File: config.mk
export PLATFORM = sky130hd
export DESIGN_NAME = psr_supervisor
export DESIGN_NICKNAME = d
export VERILOG_FILES = /design/src/verilog/psr_pkg.sv /design/src/verilog/psr_supervisor.sv
export SDC_FILE = /design/constraint.sdc
export NUM_CORES = 2
export LEC_CHECK = 0
export BUFFER_PORTS_ARGS = -buffer_cell sky130_fd_sc_hd__buf_2
export CAP_MARGIN = 40
export CELL_PAD_IN_SITES_DETAIL_PLACEMENT = 0
export CELL_PAD_IN_SITES_GLOBAL_PLACEMENT = 1
export CORE_MARGIN = 2
export CORE_UTILIZATION = 25
export DETAILED_ROUTE_END_ITERATION = 7
export HOLD_SLACK_MARGIN = 0.1
export PLACE_DENSITY = 0.58
export SKIP_LAST_GASP = 1
export SYNTH_ARGS = -nofsm -noshare
export SYNTH_HDL_FRONTEND = slang
export SYNTH_SLANG_ARGS = --single-unit
File: constraint.sdc
create_clock -name clk_sys -period 10.9 [get_ports clk_sys]
set_input_delay 1.635 -clock clk_sys [delete_from_list [all_inputs] [get_ports clk_sys]]
set_output_delay 1.635 -clock clk_sys [all_outputs]
set_load 0.02 [all_outputs]
File: src/verilog/psr_pkg.sv
// Shared constants and carrier types for the position supervisor
package psr_pkg;
    // Register addresses on the plain register port (word addresses)
    localparam logic [7:0] ADR_CMD      = 8'h00;
    localparam logic [7:0] ADR_MODE     = 8'h01;
    localparam logic [7:0] ADR_STATUS   = 8'h02;
    localparam logic [7:0] ADR_VSTAT    = 8'h03;
    localparam logic [7:0] ADR_TWIN     = 8'h04;
    localparam logic [7:0] ADR_TDWELL   = 8'h05;
    localparam logic [7:0] ADR_SSWIN0   = 8'h06;
    localparam logic [7:0] ADR_SSWIN1   = 8'h07;
    localparam logic [7:0] ADR_LAGWIN   = 8'h08;
    localparam logic [7:0] ADR_SCALE    = 8'h09;
    localparam logic [7:0] ADR_LAGERR   = 8'h0A;
    localparam logic [7:0] ADR_POS_INC  = 8'h0B;
    localparam logic [7:0] ADR_POS_USR  = 8'h0C;
    localparam logic [7:0] ADR_SPDLIM   = 8'h0D;
    localparam logic [7:0] ADR_AREA0    = 8'h10;
    localparam logic [7:0] ADR_AREA5    = 8'h15;
    localparam logic [7:0] ADR_REFMETH  = 8'h16;
    localparam logic [7:0] ADR_REFSPD   = 8'h17;
    localparam logic [7:0] ADR_REFPOS   = 8'h18;
    // Mode codes and bit positions
    localparam logic [7:0] MODE_PROFILE_POS = 8'h01;
    localparam logic [7:0] MODE_REFERENCE   = 8'h06;
    localparam int CMD_REF_START   = 4;
    localparam int CMD_FAULT_RESET = 7;
    localparam int ST_TARGET       = 10;
    localparam int ST_REF_DONE     = 12;
    localparam int ST_REF_ERR      = 13;
    localparam int ST_CTL_ON       = 14;
    localparam int ST_LAG_FAULT    = 3;
    localparam int VST_REFERENCED  = 24;
    // Reset values and fixed readbacks
    localparam logic [15:0] WIN_MAX       = 16'hFFFF;
    localparam logic [15:0] TWIN_RST      = 16'h000A;
    localparam logic [15:0] TDWELL_RST    = 16'h0064;
    localparam logic [15:0] SSWIN0_RST    = 16'hFFFF;
    localparam logic [15:0] SSWIN1_RST    = 16'hFFFF;
    localparam logic [15:0] LAGWIN_RST    = 16'h0100;
    localparam logic [15:0] SPDLIM_RST    = 16'h0010;
    localparam logic [4:0]  SCALE_RST     = 5'h00;
    localparam logic [31:0] REF_METHOD_RO = 32'hFFFFFFFF;
    // Dwell timing: one tick per millisecond at the 25 ns system clock
    localparam int CLK_PERIOD_NS = 25;
    localparam int TICK_PERIOD_NS = 1000000;
    localparam int TICK_CYCLES_DEF = TICK_PERIOD_NS / CLK_PERIOD_NS;

    // One area: minimum in entry 0, maximum in entry 1
    typedef struct packed {
        logic signed [31:0] max_lim;
        logic signed [31:0] min_lim;
    } psr_area_t;

    // Working, traversing and safety areas
    typedef struct packed {
        psr_area_t safety;
        psr_area_t traverse;
        psr_area_t working;
    } psr_areas_t;

    // Supervision states
    typedef enum logic [1:0] {
        ST_MOVING  = 2'b00,
        ST_SETTLED = 2'b01,
        ST_RELAXED = 2'b10
    } psr_state_t;
endpackage

File: src/verilog/psr_supervisor.sv
// Position supervision, standstill control release and referencing
`timescale 1ns/1ps
`default_nettype none

// Notes on behaviour
// - Compare target and actual position continuously
// - Target reached after window dwell below speed limit
// - Maximum target window: finish after standstill time
// - Standstill windows dormant until target reached
// - Dwell inside active window switches control off
// - Leaving inactive window re-enables position control
// - Release disabled: active > inactive or 65535
// - Standstill pair: entry 0 active, 1 inactive
// - Lag beyond window raises fault and shutdown in profile position mode with control on
// - Lag window given in user units, converted
// - Position reported in increments and user units
// - Referencing mode selectable only with power off
// - Limits locked while on; change clears reference
// - Referencing only on rising command bit 4
// - Completed referencing sets vendor status bit 24
// - Reference method reads fixed -1
// - Reference speed stored but unused
// - Referencing establishes working, traversing, safety areas
// - Referencing loads reference value as position
// - Area limits: entry 0 minimum, 1 maximum
module psr_supervisor
    import psr_pkg::*;
#(
    parameter int TICK_CYCLES = TICK_CYCLES_DEF
)(
    input  wire logic               clk_sys,
    input  wire logic               rstn,
    input  wire logic [7:0]         reg_addr,
    input  wire logic [31:0]        reg_wdata,
    input  wire logic               reg_we,
    input  wire logic               reg_re,
    output logic      [31:0]        reg_rdata,
    input  wire logic               drive_on,
    input  wire logic signed [31:0] target_position,
    input  wire logic signed [31:0] demand_position,
    input  wire logic signed [31:0] raw_increments,
    input  wire logic        [15:0] speed_abs,
    output logic                    target_reached,
    output logic                    posctl_enable,
    output logic                    lag_fault,
    output logic                    shutdown_req,
    output logic                    referenced,
    output psr_areas_t              areas
);
    // Software-visible configuration
    logic [15:0]        cmd_word;
    logic [7:0]         mode_sel;
    logic [15:0]        twin;
    logic [15:0]        tdwell;
    logic [15:0]        sswin_act;
    logic [15:0]        sswin_inact;
    logic [31:0]        lagwin_int;
    logic [4:0]         scale_sh;
    logic [15:0]        spd_lim;
    logic [31:0]        ref_speed;
    logic signed [31:0] ref_pos_val;
    logic signed [31:0] pos_offset;
    logic               ref_done;
    logic               ref_err;
    psr_state_t         state;
    psr_state_t         next_state;
    logic [15:0]        tw_cnt;
    logic [15:0]        aw_cnt;
    logic [31:0]        tick_div;
    logic signed [31:0] prev_target;

    // Bus decode
    wire wr_cmd    = reg_we && reg_addr == ADR_CMD;
    wire wr_mode   = reg_we && reg_addr == ADR_MODE;
    wire wr_area   = reg_we && reg_addr >= ADR_AREA0 && reg_addr <= ADR_AREA5;
    wire [2:0] area_idx = 3'(reg_addr - ADR_AREA0);

    // Millisecond tick for the dwell timers
    wire tick = tick_div == 32'(TICK_CYCLES - 1);

    // A new target is any step of the target input against last cycle's value
    wire target_moved = target_position != prev_target;

    // Position in increments after referencing, and in user units
    wire signed [31:0] pos_inc = raw_increments + pos_offset;
    wire signed [31:0] pos_usr = pos_inc >>> scale_sh;

    // Errors against target and demand
    wire signed [31:0] tgt_err = target_position - pos_inc;
    wire signed [31:0] lag_err = demand_position - pos_inc;
    wire [31:0] tgt_abs = tgt_err[31] ? 32'(-tgt_err) : 32'(tgt_err);
    wire [31:0] lag_abs = lag_err[31] ? 32'(-lag_err) : 32'(lag_err);

    // Window tests; a target window at its maximum checks only speed
    wire pos_mode  = mode_sel == MODE_PROFILE_POS;
    wire slow      = speed_abs < spd_lim;
    wire twin_max  = twin == WIN_MAX;
    wire in_twin   = twin_max || tgt_abs <= {16'h0000, twin};
    wire in_act    = tgt_abs <= {16'h0000, sswin_act};
    wire out_inact = tgt_abs > {16'h0000, sswin_inact};
    wire rel_en    = !(sswin_act > sswin_inact || sswin_act == WIN_MAX
                       || sswin_inact == WIN_MAX);
    wire tw_done   = tw_cnt >= tdwell;
    wire aw_done   = aw_cnt >= tdwell;
    wire lag_trip  = pos_mode && posctl_enable && lag_abs > lagwin_int;

    // Referencing trigger: only a 0 to 1 step of command bit 4 counts
    wire ref_edge  = wr_cmd && reg_wdata[CMD_REF_START] && !cmd_word[CMD_REF_START];
    wire ref_go    = ref_edge && mode_sel == MODE_REFERENCE;
    wire area_bad  = areas.working.min_lim > areas.working.max_lim
                     || areas.traverse.min_lim > areas.traverse.max_lim
                     || areas.safety.min_lim > areas.safety.max_lim;

    // Supervision state sequencing
    always_comb
    begin
        next_state = state;
        unique case (state)
            ST_MOVING:  if (pos_mode && in_twin && slow && tw_done) next_state = ST_SETTLED;
            ST_SETTLED: if (rel_en && in_act && aw_done) next_state = ST_RELAXED;
            ST_RELAXED: if (!rel_en || out_inact) next_state = ST_SETTLED;
            default:    next_state = ST_MOVING;
        endcase
        // Leaving the mode or a new target restarts supervision
        if (!pos_mode || target_moved || lag_fault) next_state = ST_MOVING;
    end

    always_comb
    begin
        target_reached = state != ST_MOVING;
        posctl_enable  = state != ST_RELAXED;
        shutdown_req   = lag_fault;
    end

    // Divider and state
    always_ff @(posedge clk_sys)
    begin
        if (!rstn) begin
            tick_div    <= 32'h00000000;
            state       <= ST_MOVING;
            prev_target <= 32'h00000000;
        end else begin
            tick_div    <= tick ? 32'h00000000 : tick_div + 32'h00000001;
            state       <= next_state;
            prev_target <= target_position;
        end
    end

    // Dwell timers restart as soon as their window is left
    always_ff @(posedge clk_sys)
    begin
        if (!rstn || state != ST_MOVING || !(in_twin && slow)) tw_cnt <= 16'h0000;
        else if (tick && !tw_done) tw_cnt <= tw_cnt + 16'h0001;
        if (!rstn || state != ST_SETTLED || !in_act) aw_cnt <= 16'h0000;
        else if (tick && !aw_done) aw_cnt <= aw_cnt + 16'h0001;
    end

    // Lag fault is sticky until software resets it; a new trip wins
    always_ff @(posedge clk_sys)
    begin
        if (!rstn) lag_fault <= 1'b0;
        else if (lag_trip) lag_fault <= 1'b1;
        else if (wr_cmd && reg_wdata[CMD_FAULT_RESET]) lag_fault <= 1'b0;
    end

    // Command and mode registers
    always_ff @(posedge clk_sys)
    begin
        if (!rstn) begin
            cmd_word <= 16'h0000;
            mode_sel <= 8'h00;
        end else begin
            if (wr_cmd) cmd_word <= reg_wdata[15:0];
            // Referencing mode refused while the power stage is on
            if (wr_mode && !(reg_wdata[7:0] == MODE_REFERENCE && drive_on))
                mode_sel <= reg_wdata[7:0];
        end
    end

    // Parameters; the lag window is held in increments
    always_ff @(posedge clk_sys)
    begin
        if (!rstn) begin
            twin        <= TWIN_RST;
            tdwell      <= TDWELL_RST;
            sswin_act   <= SSWIN0_RST;
            sswin_inact <= SSWIN1_RST;
            lagwin_int  <= {16'h0000, LAGWIN_RST};
            scale_sh    <= SCALE_RST;
            spd_lim     <= SPDLIM_RST;
            ref_speed   <= 32'h00000000;
            ref_pos_val <= 32'h00000000;
        end else if (reg_we) begin
            unique case (reg_addr)
                ADR_TWIN:   twin        <= reg_wdata[15:0];
                ADR_TDWELL: tdwell      <= reg_wdata[15:0];
                ADR_SSWIN0: sswin_act   <= reg_wdata[15:0];
                ADR_SSWIN1: sswin_inact <= reg_wdata[15:0];
                ADR_LAGWIN: lagwin_int  <= {16'h0000, reg_wdata[15:0]} << scale_sh;
                ADR_SCALE:  scale_sh    <= reg_wdata[4:0];
                ADR_SPDLIM: spd_lim     <= reg_wdata[15:0];
                ADR_REFSPD: ref_speed   <= reg_wdata;
                ADR_REFPOS: ref_pos_val <= reg_wdata;
                default:    ;
            endcase
        end
    end

    // Area limits: locked while the drive is on
    always_ff @(posedge clk_sys)
    begin
        if (!rstn) begin
            areas <= '0;
        end else if (wr_area && !drive_on) begin
            unique case (area_idx)
                3'h0:    areas.working.min_lim  <= reg_wdata;
                3'h1:    areas.working.max_lim  <= reg_wdata;
                3'h2:    areas.traverse.min_lim <= reg_wdata;
                3'h3:    areas.traverse.max_lim <= reg_wdata;
                3'h4:    areas.safety.min_lim   <= reg_wdata;
                default: areas.safety.max_lim   <= reg_wdata;
            endcase
        end
    end

    // Referencing: loads the position and checks the three areas
    always_ff @(posedge clk_sys)
    begin
        if (!rstn) begin
            pos_offset <= 32'h00000000;
            ref_done   <= 1'b0;
            ref_err    <= 1'b0;
            referenced <= 1'b0;
        end else if (ref_go) begin
            pos_offset <= ref_pos_val - raw_increments;
            ref_done   <= !area_bad;
            ref_err    <= area_bad;
            referenced <= !area_bad;
        end else if (wr_area && !drive_on) begin
            referenced <= 1'b0;
            ref_done   <= 1'b0;
        end else if (wr_mode && mode_sel == MODE_REFERENCE) begin
            // Homing status is only meaningful in referencing mode
            ref_done <= ref_done && reg_wdata[7:0] == MODE_REFERENCE;
            ref_err  <= ref_err && reg_wdata[7:0] == MODE_REFERENCE;
        end
    end

    // Read mux; unmapped addresses read as zero
    wire [31:0] status_word = (32'(target_reached) << ST_TARGET)
                            | (32'(ref_done) << ST_REF_DONE)
                            | (32'(ref_err) << ST_REF_ERR)
                            | (32'(posctl_enable) << ST_CTL_ON)
                            | (32'(lag_fault) << ST_LAG_FAULT);
    wire [31:0] area_word = 32'(areas >> (32 * area_idx));
    wire [31:0] rd_mux =
        reg_addr == ADR_CMD     ? {16'h0000, cmd_word} :
        reg_addr == ADR_MODE    ? {24'h000000, mode_sel} :
        reg_addr == ADR_STATUS  ? status_word :
        reg_addr == ADR_VSTAT   ? 32'(referenced) << VST_REFERENCED :
        reg_addr == ADR_TWIN    ? {16'h0000, twin} :
        reg_addr == ADR_TDWELL  ? {16'h0000, tdwell} :
        reg_addr == ADR_SSWIN0  ? {16'h0000, sswin_act} :
        reg_addr == ADR_SSWIN1  ? {16'h0000, sswin_inact} :
        reg_addr == ADR_LAGWIN  ? lagwin_int :
        reg_addr == ADR_SCALE   ? {27'h0000000, scale_sh} :
        reg_addr == ADR_LAGERR  ? lag_err :
        reg_addr == ADR_POS_INC ? pos_inc :
        reg_addr == ADR_POS_USR ? pos_usr :
        reg_addr == ADR_SPDLIM  ? {16'h0000, spd_lim} :
        wr_area || (reg_addr >= ADR_AREA0 && reg_addr <= ADR_AREA5) ? area_word :
        reg_addr == ADR_REFMETH ? REF_METHOD_RO :
        reg_addr == ADR_REFSPD  ? ref_speed :
        reg_addr == ADR_REFPOS  ? ref_pos_val : 32'h00000000;

    // Read data stands in the cycle after the strobe only
    always_ff @(posedge clk_sys)
    begin
        if (!rstn || !reg_re) reg_rdata <= 32'h00000000;
        else reg_rdata <= rd_mux;
    end
endmodule

`default_nettype wire

==> flow_summary.rst <==
.. list-table::
   :header-rows: 1

   * - Metric
     - Value
   * - Top Family by Delay on Critical Path
     - compound AO/OA/AOI/OAI gates
   * - Share of Yosys cell area claimed by the top area cell type
     - 0.278
   * - Latest clock arrival within the worst-skew pair
     - 0.70 ns
   * - Die extent in x
     - 407 um
   * - Average cell area after synthesis
     - 7.68 um2
   * - Register share of total power
     - 0.345
   * - Endpoint required time on the critical path
     - 11.46 ns
   * - Ys Warns
     - 0
   * - Max-slew headroom
     - 0.325
   * - Number of buffer cells added on primary ports
     - 385
   * - Ranking of synthesized cells by area
     - sky130_fd_sc_hd__dfxtp_1, sky130_fd_sc_hd__ha_1, sky130_fd_sc_hd__nand2_1
   * - Net switching power
     - 0.00185 W
   * - Largest stage delay on the critical path
     - 0.49 ns
   * - Most common cell type on the critical path
     - sky130_fd_sc_hd__o21a_1
   * - Hold Buf Count CTS
     - 0
   * - Utilization of the core after routing
     - 0.298
   * - Largest net degree at the start of global routing
     - 124
   * - Actual slew at the worst max-slew pin
     - 1.01 ns
   * - Area occupied by multi-input gates
     - 26900 um2
   * - Dominant cell type by area after synthesis
     - sky130_fd_sc_hd__dfxtp_1
   * - Initial cell density of the core
     - 0.252
   * - Combined global-route utilization of all metal layers
     - 0.236
   * - Worst hold path stage count
     - 2
   * - Fmax
     - 104 MHz
   * - Number of synthesized register bits
     - 563
   * - Number of logic stages on the critical path including buffering
     - 40
   * - CP Capture Type
     - flip-flop
   * - Unrepaired setup endpoints after global routing
     - false
   * - Cell-internal power
     - 0.00417 W
   * - Critical path buffers and inverters
     - 4
   * - Max-cap viol count
     - 0
   * - Category of the most critical setup path
     - in -> reg
   * - Seq/Total Area, Yosys
     - 0.278
   * - Most frequently used cell type in the post-synthesis netlist
     - sky130_fd_sc_hd__nand2_1
   * - Iteration-0 DRC Markers
     - 3904
   * - Mapped cell area
     - 40600 um2
   * - Die ar.
     - 166000 um2
   * - Critical path startpoint category
     - input pin
   * - Clk sinks
     - 563
   * - Leakage power
     - 19.1 nW
   * - Final hold viol count
     - 0
   * - Number of enable-type register cells in the synthesized netlist
     - 0
   * - Clock tree from TritonCTS
     - built
   * - Switching share of power
     - 0.307
   * - Cell at the slowest stage of the critical path
     - sky130_fd_sc_hd__a311oi_1
   * - Result of the run
     - finished, final reports clean
   * - Net total in the final layout
     - 6095
   * - Clock root buffer
     - sky130_fd_sc_hd__clkbuf_16
   * - Finish-stage setup viols
     - 0
   * - Dominant register cell in the synthesized netlist
     - sky130_fd_sc_hd__dfxtp_1
   * - I/O pin count
     - 386
   * - Number of global-route vias before repair
     - 38500
   * - Register area
     - 11300 um2
   * - CTS buffer count
     - 76
   * - Count of TritonRoute iterations in the first routing pass
     - 6
   * - Dpl hpwl
     - 155000 um
   * - Final RePlAce weighted congestion
     - 0.972
   * - Antenna-violating nets left
     - 0
   * - Clock-pin slew on the worst setup and hold paths
     - 0.06 ns
   * - Share of post-route cells with drive strength above 1
     - 0.139
   * - DRT Wirelength
     - 201000 um
   * - Share of power burned in the clock network
     - 0.463
   * - Final Cycle Share
     - 0.883
   * - Number of buffers inserted to repair setup after CTS
     - 0
   * - Combinational power share
     - 0.192
   * - Total number of placement rows
     - 147
   * - Die Y-Extent
     - 407 um
   * - Longest Clk Path Bufs
     - 3
   * - Hold WC Path Type
     - reg -> reg
   * - Vias after detailed routing
     - 41000
   * - Maximum clock skew at final layout
     - 0.0447 ns
   * - PostCTS Resize Cnt
     - 0
   * - Arrival time worst endpoint
     - 10.18 ns
   * - Number of vias per cell
     - 5.26
   * - Number of distinct library cell variants in the gate-level netlist after synthesis
     - 94
   * - Total negative setup slack
     - 0 ns
   * - Async set-reset flop share out of synthesis
     - 0
   * - Area growth, synth to finish
     - 17.9%
   * - Gate Count Post-Synth
     - 5291
   * - Number of antenna violations at the first check in global routing
     - 14
   * - Routed len/inst
     - 25.8 um
   * - Power per standard cell area
     - 126 nW/um2
   * - Min Tclk post-route
     - 9.62 ns
   * - Net count after synthesis
     - 5818
   * - Total core area
     - 161000 um2
   * - Wire length of the first global-routing pass
     - 284000 um
   * - Worst R2R Path Depth
     - 39
   * - Peak supply drop
     - 0.000106 V
   * - Global route overflow
     - 0
   * - CP max FO
     - 9
   * - Number of slew-limit violations in the final report
     - 0
   * - DR DRC count
     - 0
   * - Filler Cells Inserted
     - 17500
   * - Depth of the CTS H-tree
     - 3
   * - Most instantiated cells after synthesis
     - sky130_fd_sc_hd__nand2_1, sky130_fd_sc_hd__dfxtp_1, sky130_fd_sc_hd__a21oi_1, sky130_fd_sc_hd__ha_1, sky130_fd_sc_hd__inv_1
flip-flops by register name, summed over array words and instances, names as in the netlist, 32 cells and up:
signal	cells
reg_rdata	32
ref_pos_val	32
pos_offset	32
prev_target	32
lagwin_int	32
areas	192
tick_div	32
ref_speed	32
per-layer routing:
metal  track usage  share of wire  vias up
li1              -              -    19300
met1         0.319           0.44    19800
met2         0.369           0.44     1598
met3        0.0446          0.078      279
met4        0.0877          0.037       10
met5             0        0.00036        -
worst reg2reg max path, delay by kind of cell (launching register included):
family	cells	cell delay, ns
AOI/OAI and AO/OA	23	4.84
xor gates and xnor gates	1	0.20
adders and majority gates	4	1.35
buffers and inverters	3	0.57
DFF	1	0.31
and+or+nand+nor	8	1.45
placed cells by master, fill, tap and decap left out, drive strengths merged, types with 48 or more instances in the layout:
cell type,netlist,final
dfxtp,563,563
clkbuf,279,102
buf,29,507
nor2b,74,74
mux2i,91,91
nand4,84,84
and2,77,77
ha,366,366
a21o,76,76
nor3,67,67
o211ai,66,66
inv,356,361
nand3,95,95
o21a,58,58
a211oi,48,48
nand2,940,940
xnor2,138,138
o22ai,48,48
xor2,106,106
nor2,288,288
a21oi,543,543
nor4,50,50
a221oi,53,53
o21ai,228,228
mux4,57,57
nand2b,55,55
path summary, 6_finish.rpt:
| path | start | end | slack, ns |
|---|---|---|---|
| worst max-delay path | raw_increments[0] | tw_cnt[3] | 1.28 |
| worst min-delay path | tdwell[10] | tdwell[10] | 0.45 |
| worst max register to register | pos_offset[0] | tw_cnt[3] | 2.05 |
| worst min register to register | tdwell[10] | tdwell[10] | 0.45 |
final cells by class:
| class | instances | area share |
|---|---|---|
| multi-input cells | 4064 | 0.561 |
| clock buffers | 102 | 0.0462 |
| diodes | 4 | 0.000209 |
| repair buffers | 507 | 0.0613 |
| inverters | 356 | 0.0281 |
| clock inverters | 35 | 0.0114 |
| flip-flops and latches | 563 | 0.235 |
| well taps | 2160 | 0.0564 |
power by group through the flow:
stage                     Sequential [W]  Clock, W  Combinational, W
after floorplan                  0.00212         0          0.000727
after detailed placement         0.00212         0           0.00113
after global routing             0.00207   0.00293           0.00126
after CTS                        0.00207   0.00285           0.00114
after global placement           0.00212         0           0.00114
final                            0.00207   0.00279           0.00116
per-stage QoR:
step	hold slack, ns	setup WS [ns]	instances	total power, W	instance area, um2
after floorplan	0.430	1.57	5291	0.00285	40600
after global placement	0.441	0.592	7634	0.00326	44900
after detailed placement	0.446	0.646	7649	0.00325	45100
after CTS	0.454	1.37	7786	0.00607	47900
after global routing	0.469	0.656	7787	0.00626	47900
final	0.454	1.28	7791	0.00602	47900
cell families after synthesis:
| group | share of synthesized area |
|---|---|
| xor gates and xnor gates | 0.0526 |
| and+or+nand+nor | 0.210 |
| buffers and inverters | 0.0621 |
| muxes | 0.0599 |
| adders and majority gates | 0.115 |
| AOI/OAI and AO/OA | 0.223 |
| DFF | 0.278 |
No activity file was read; power rests on OpenSTA's default activity.
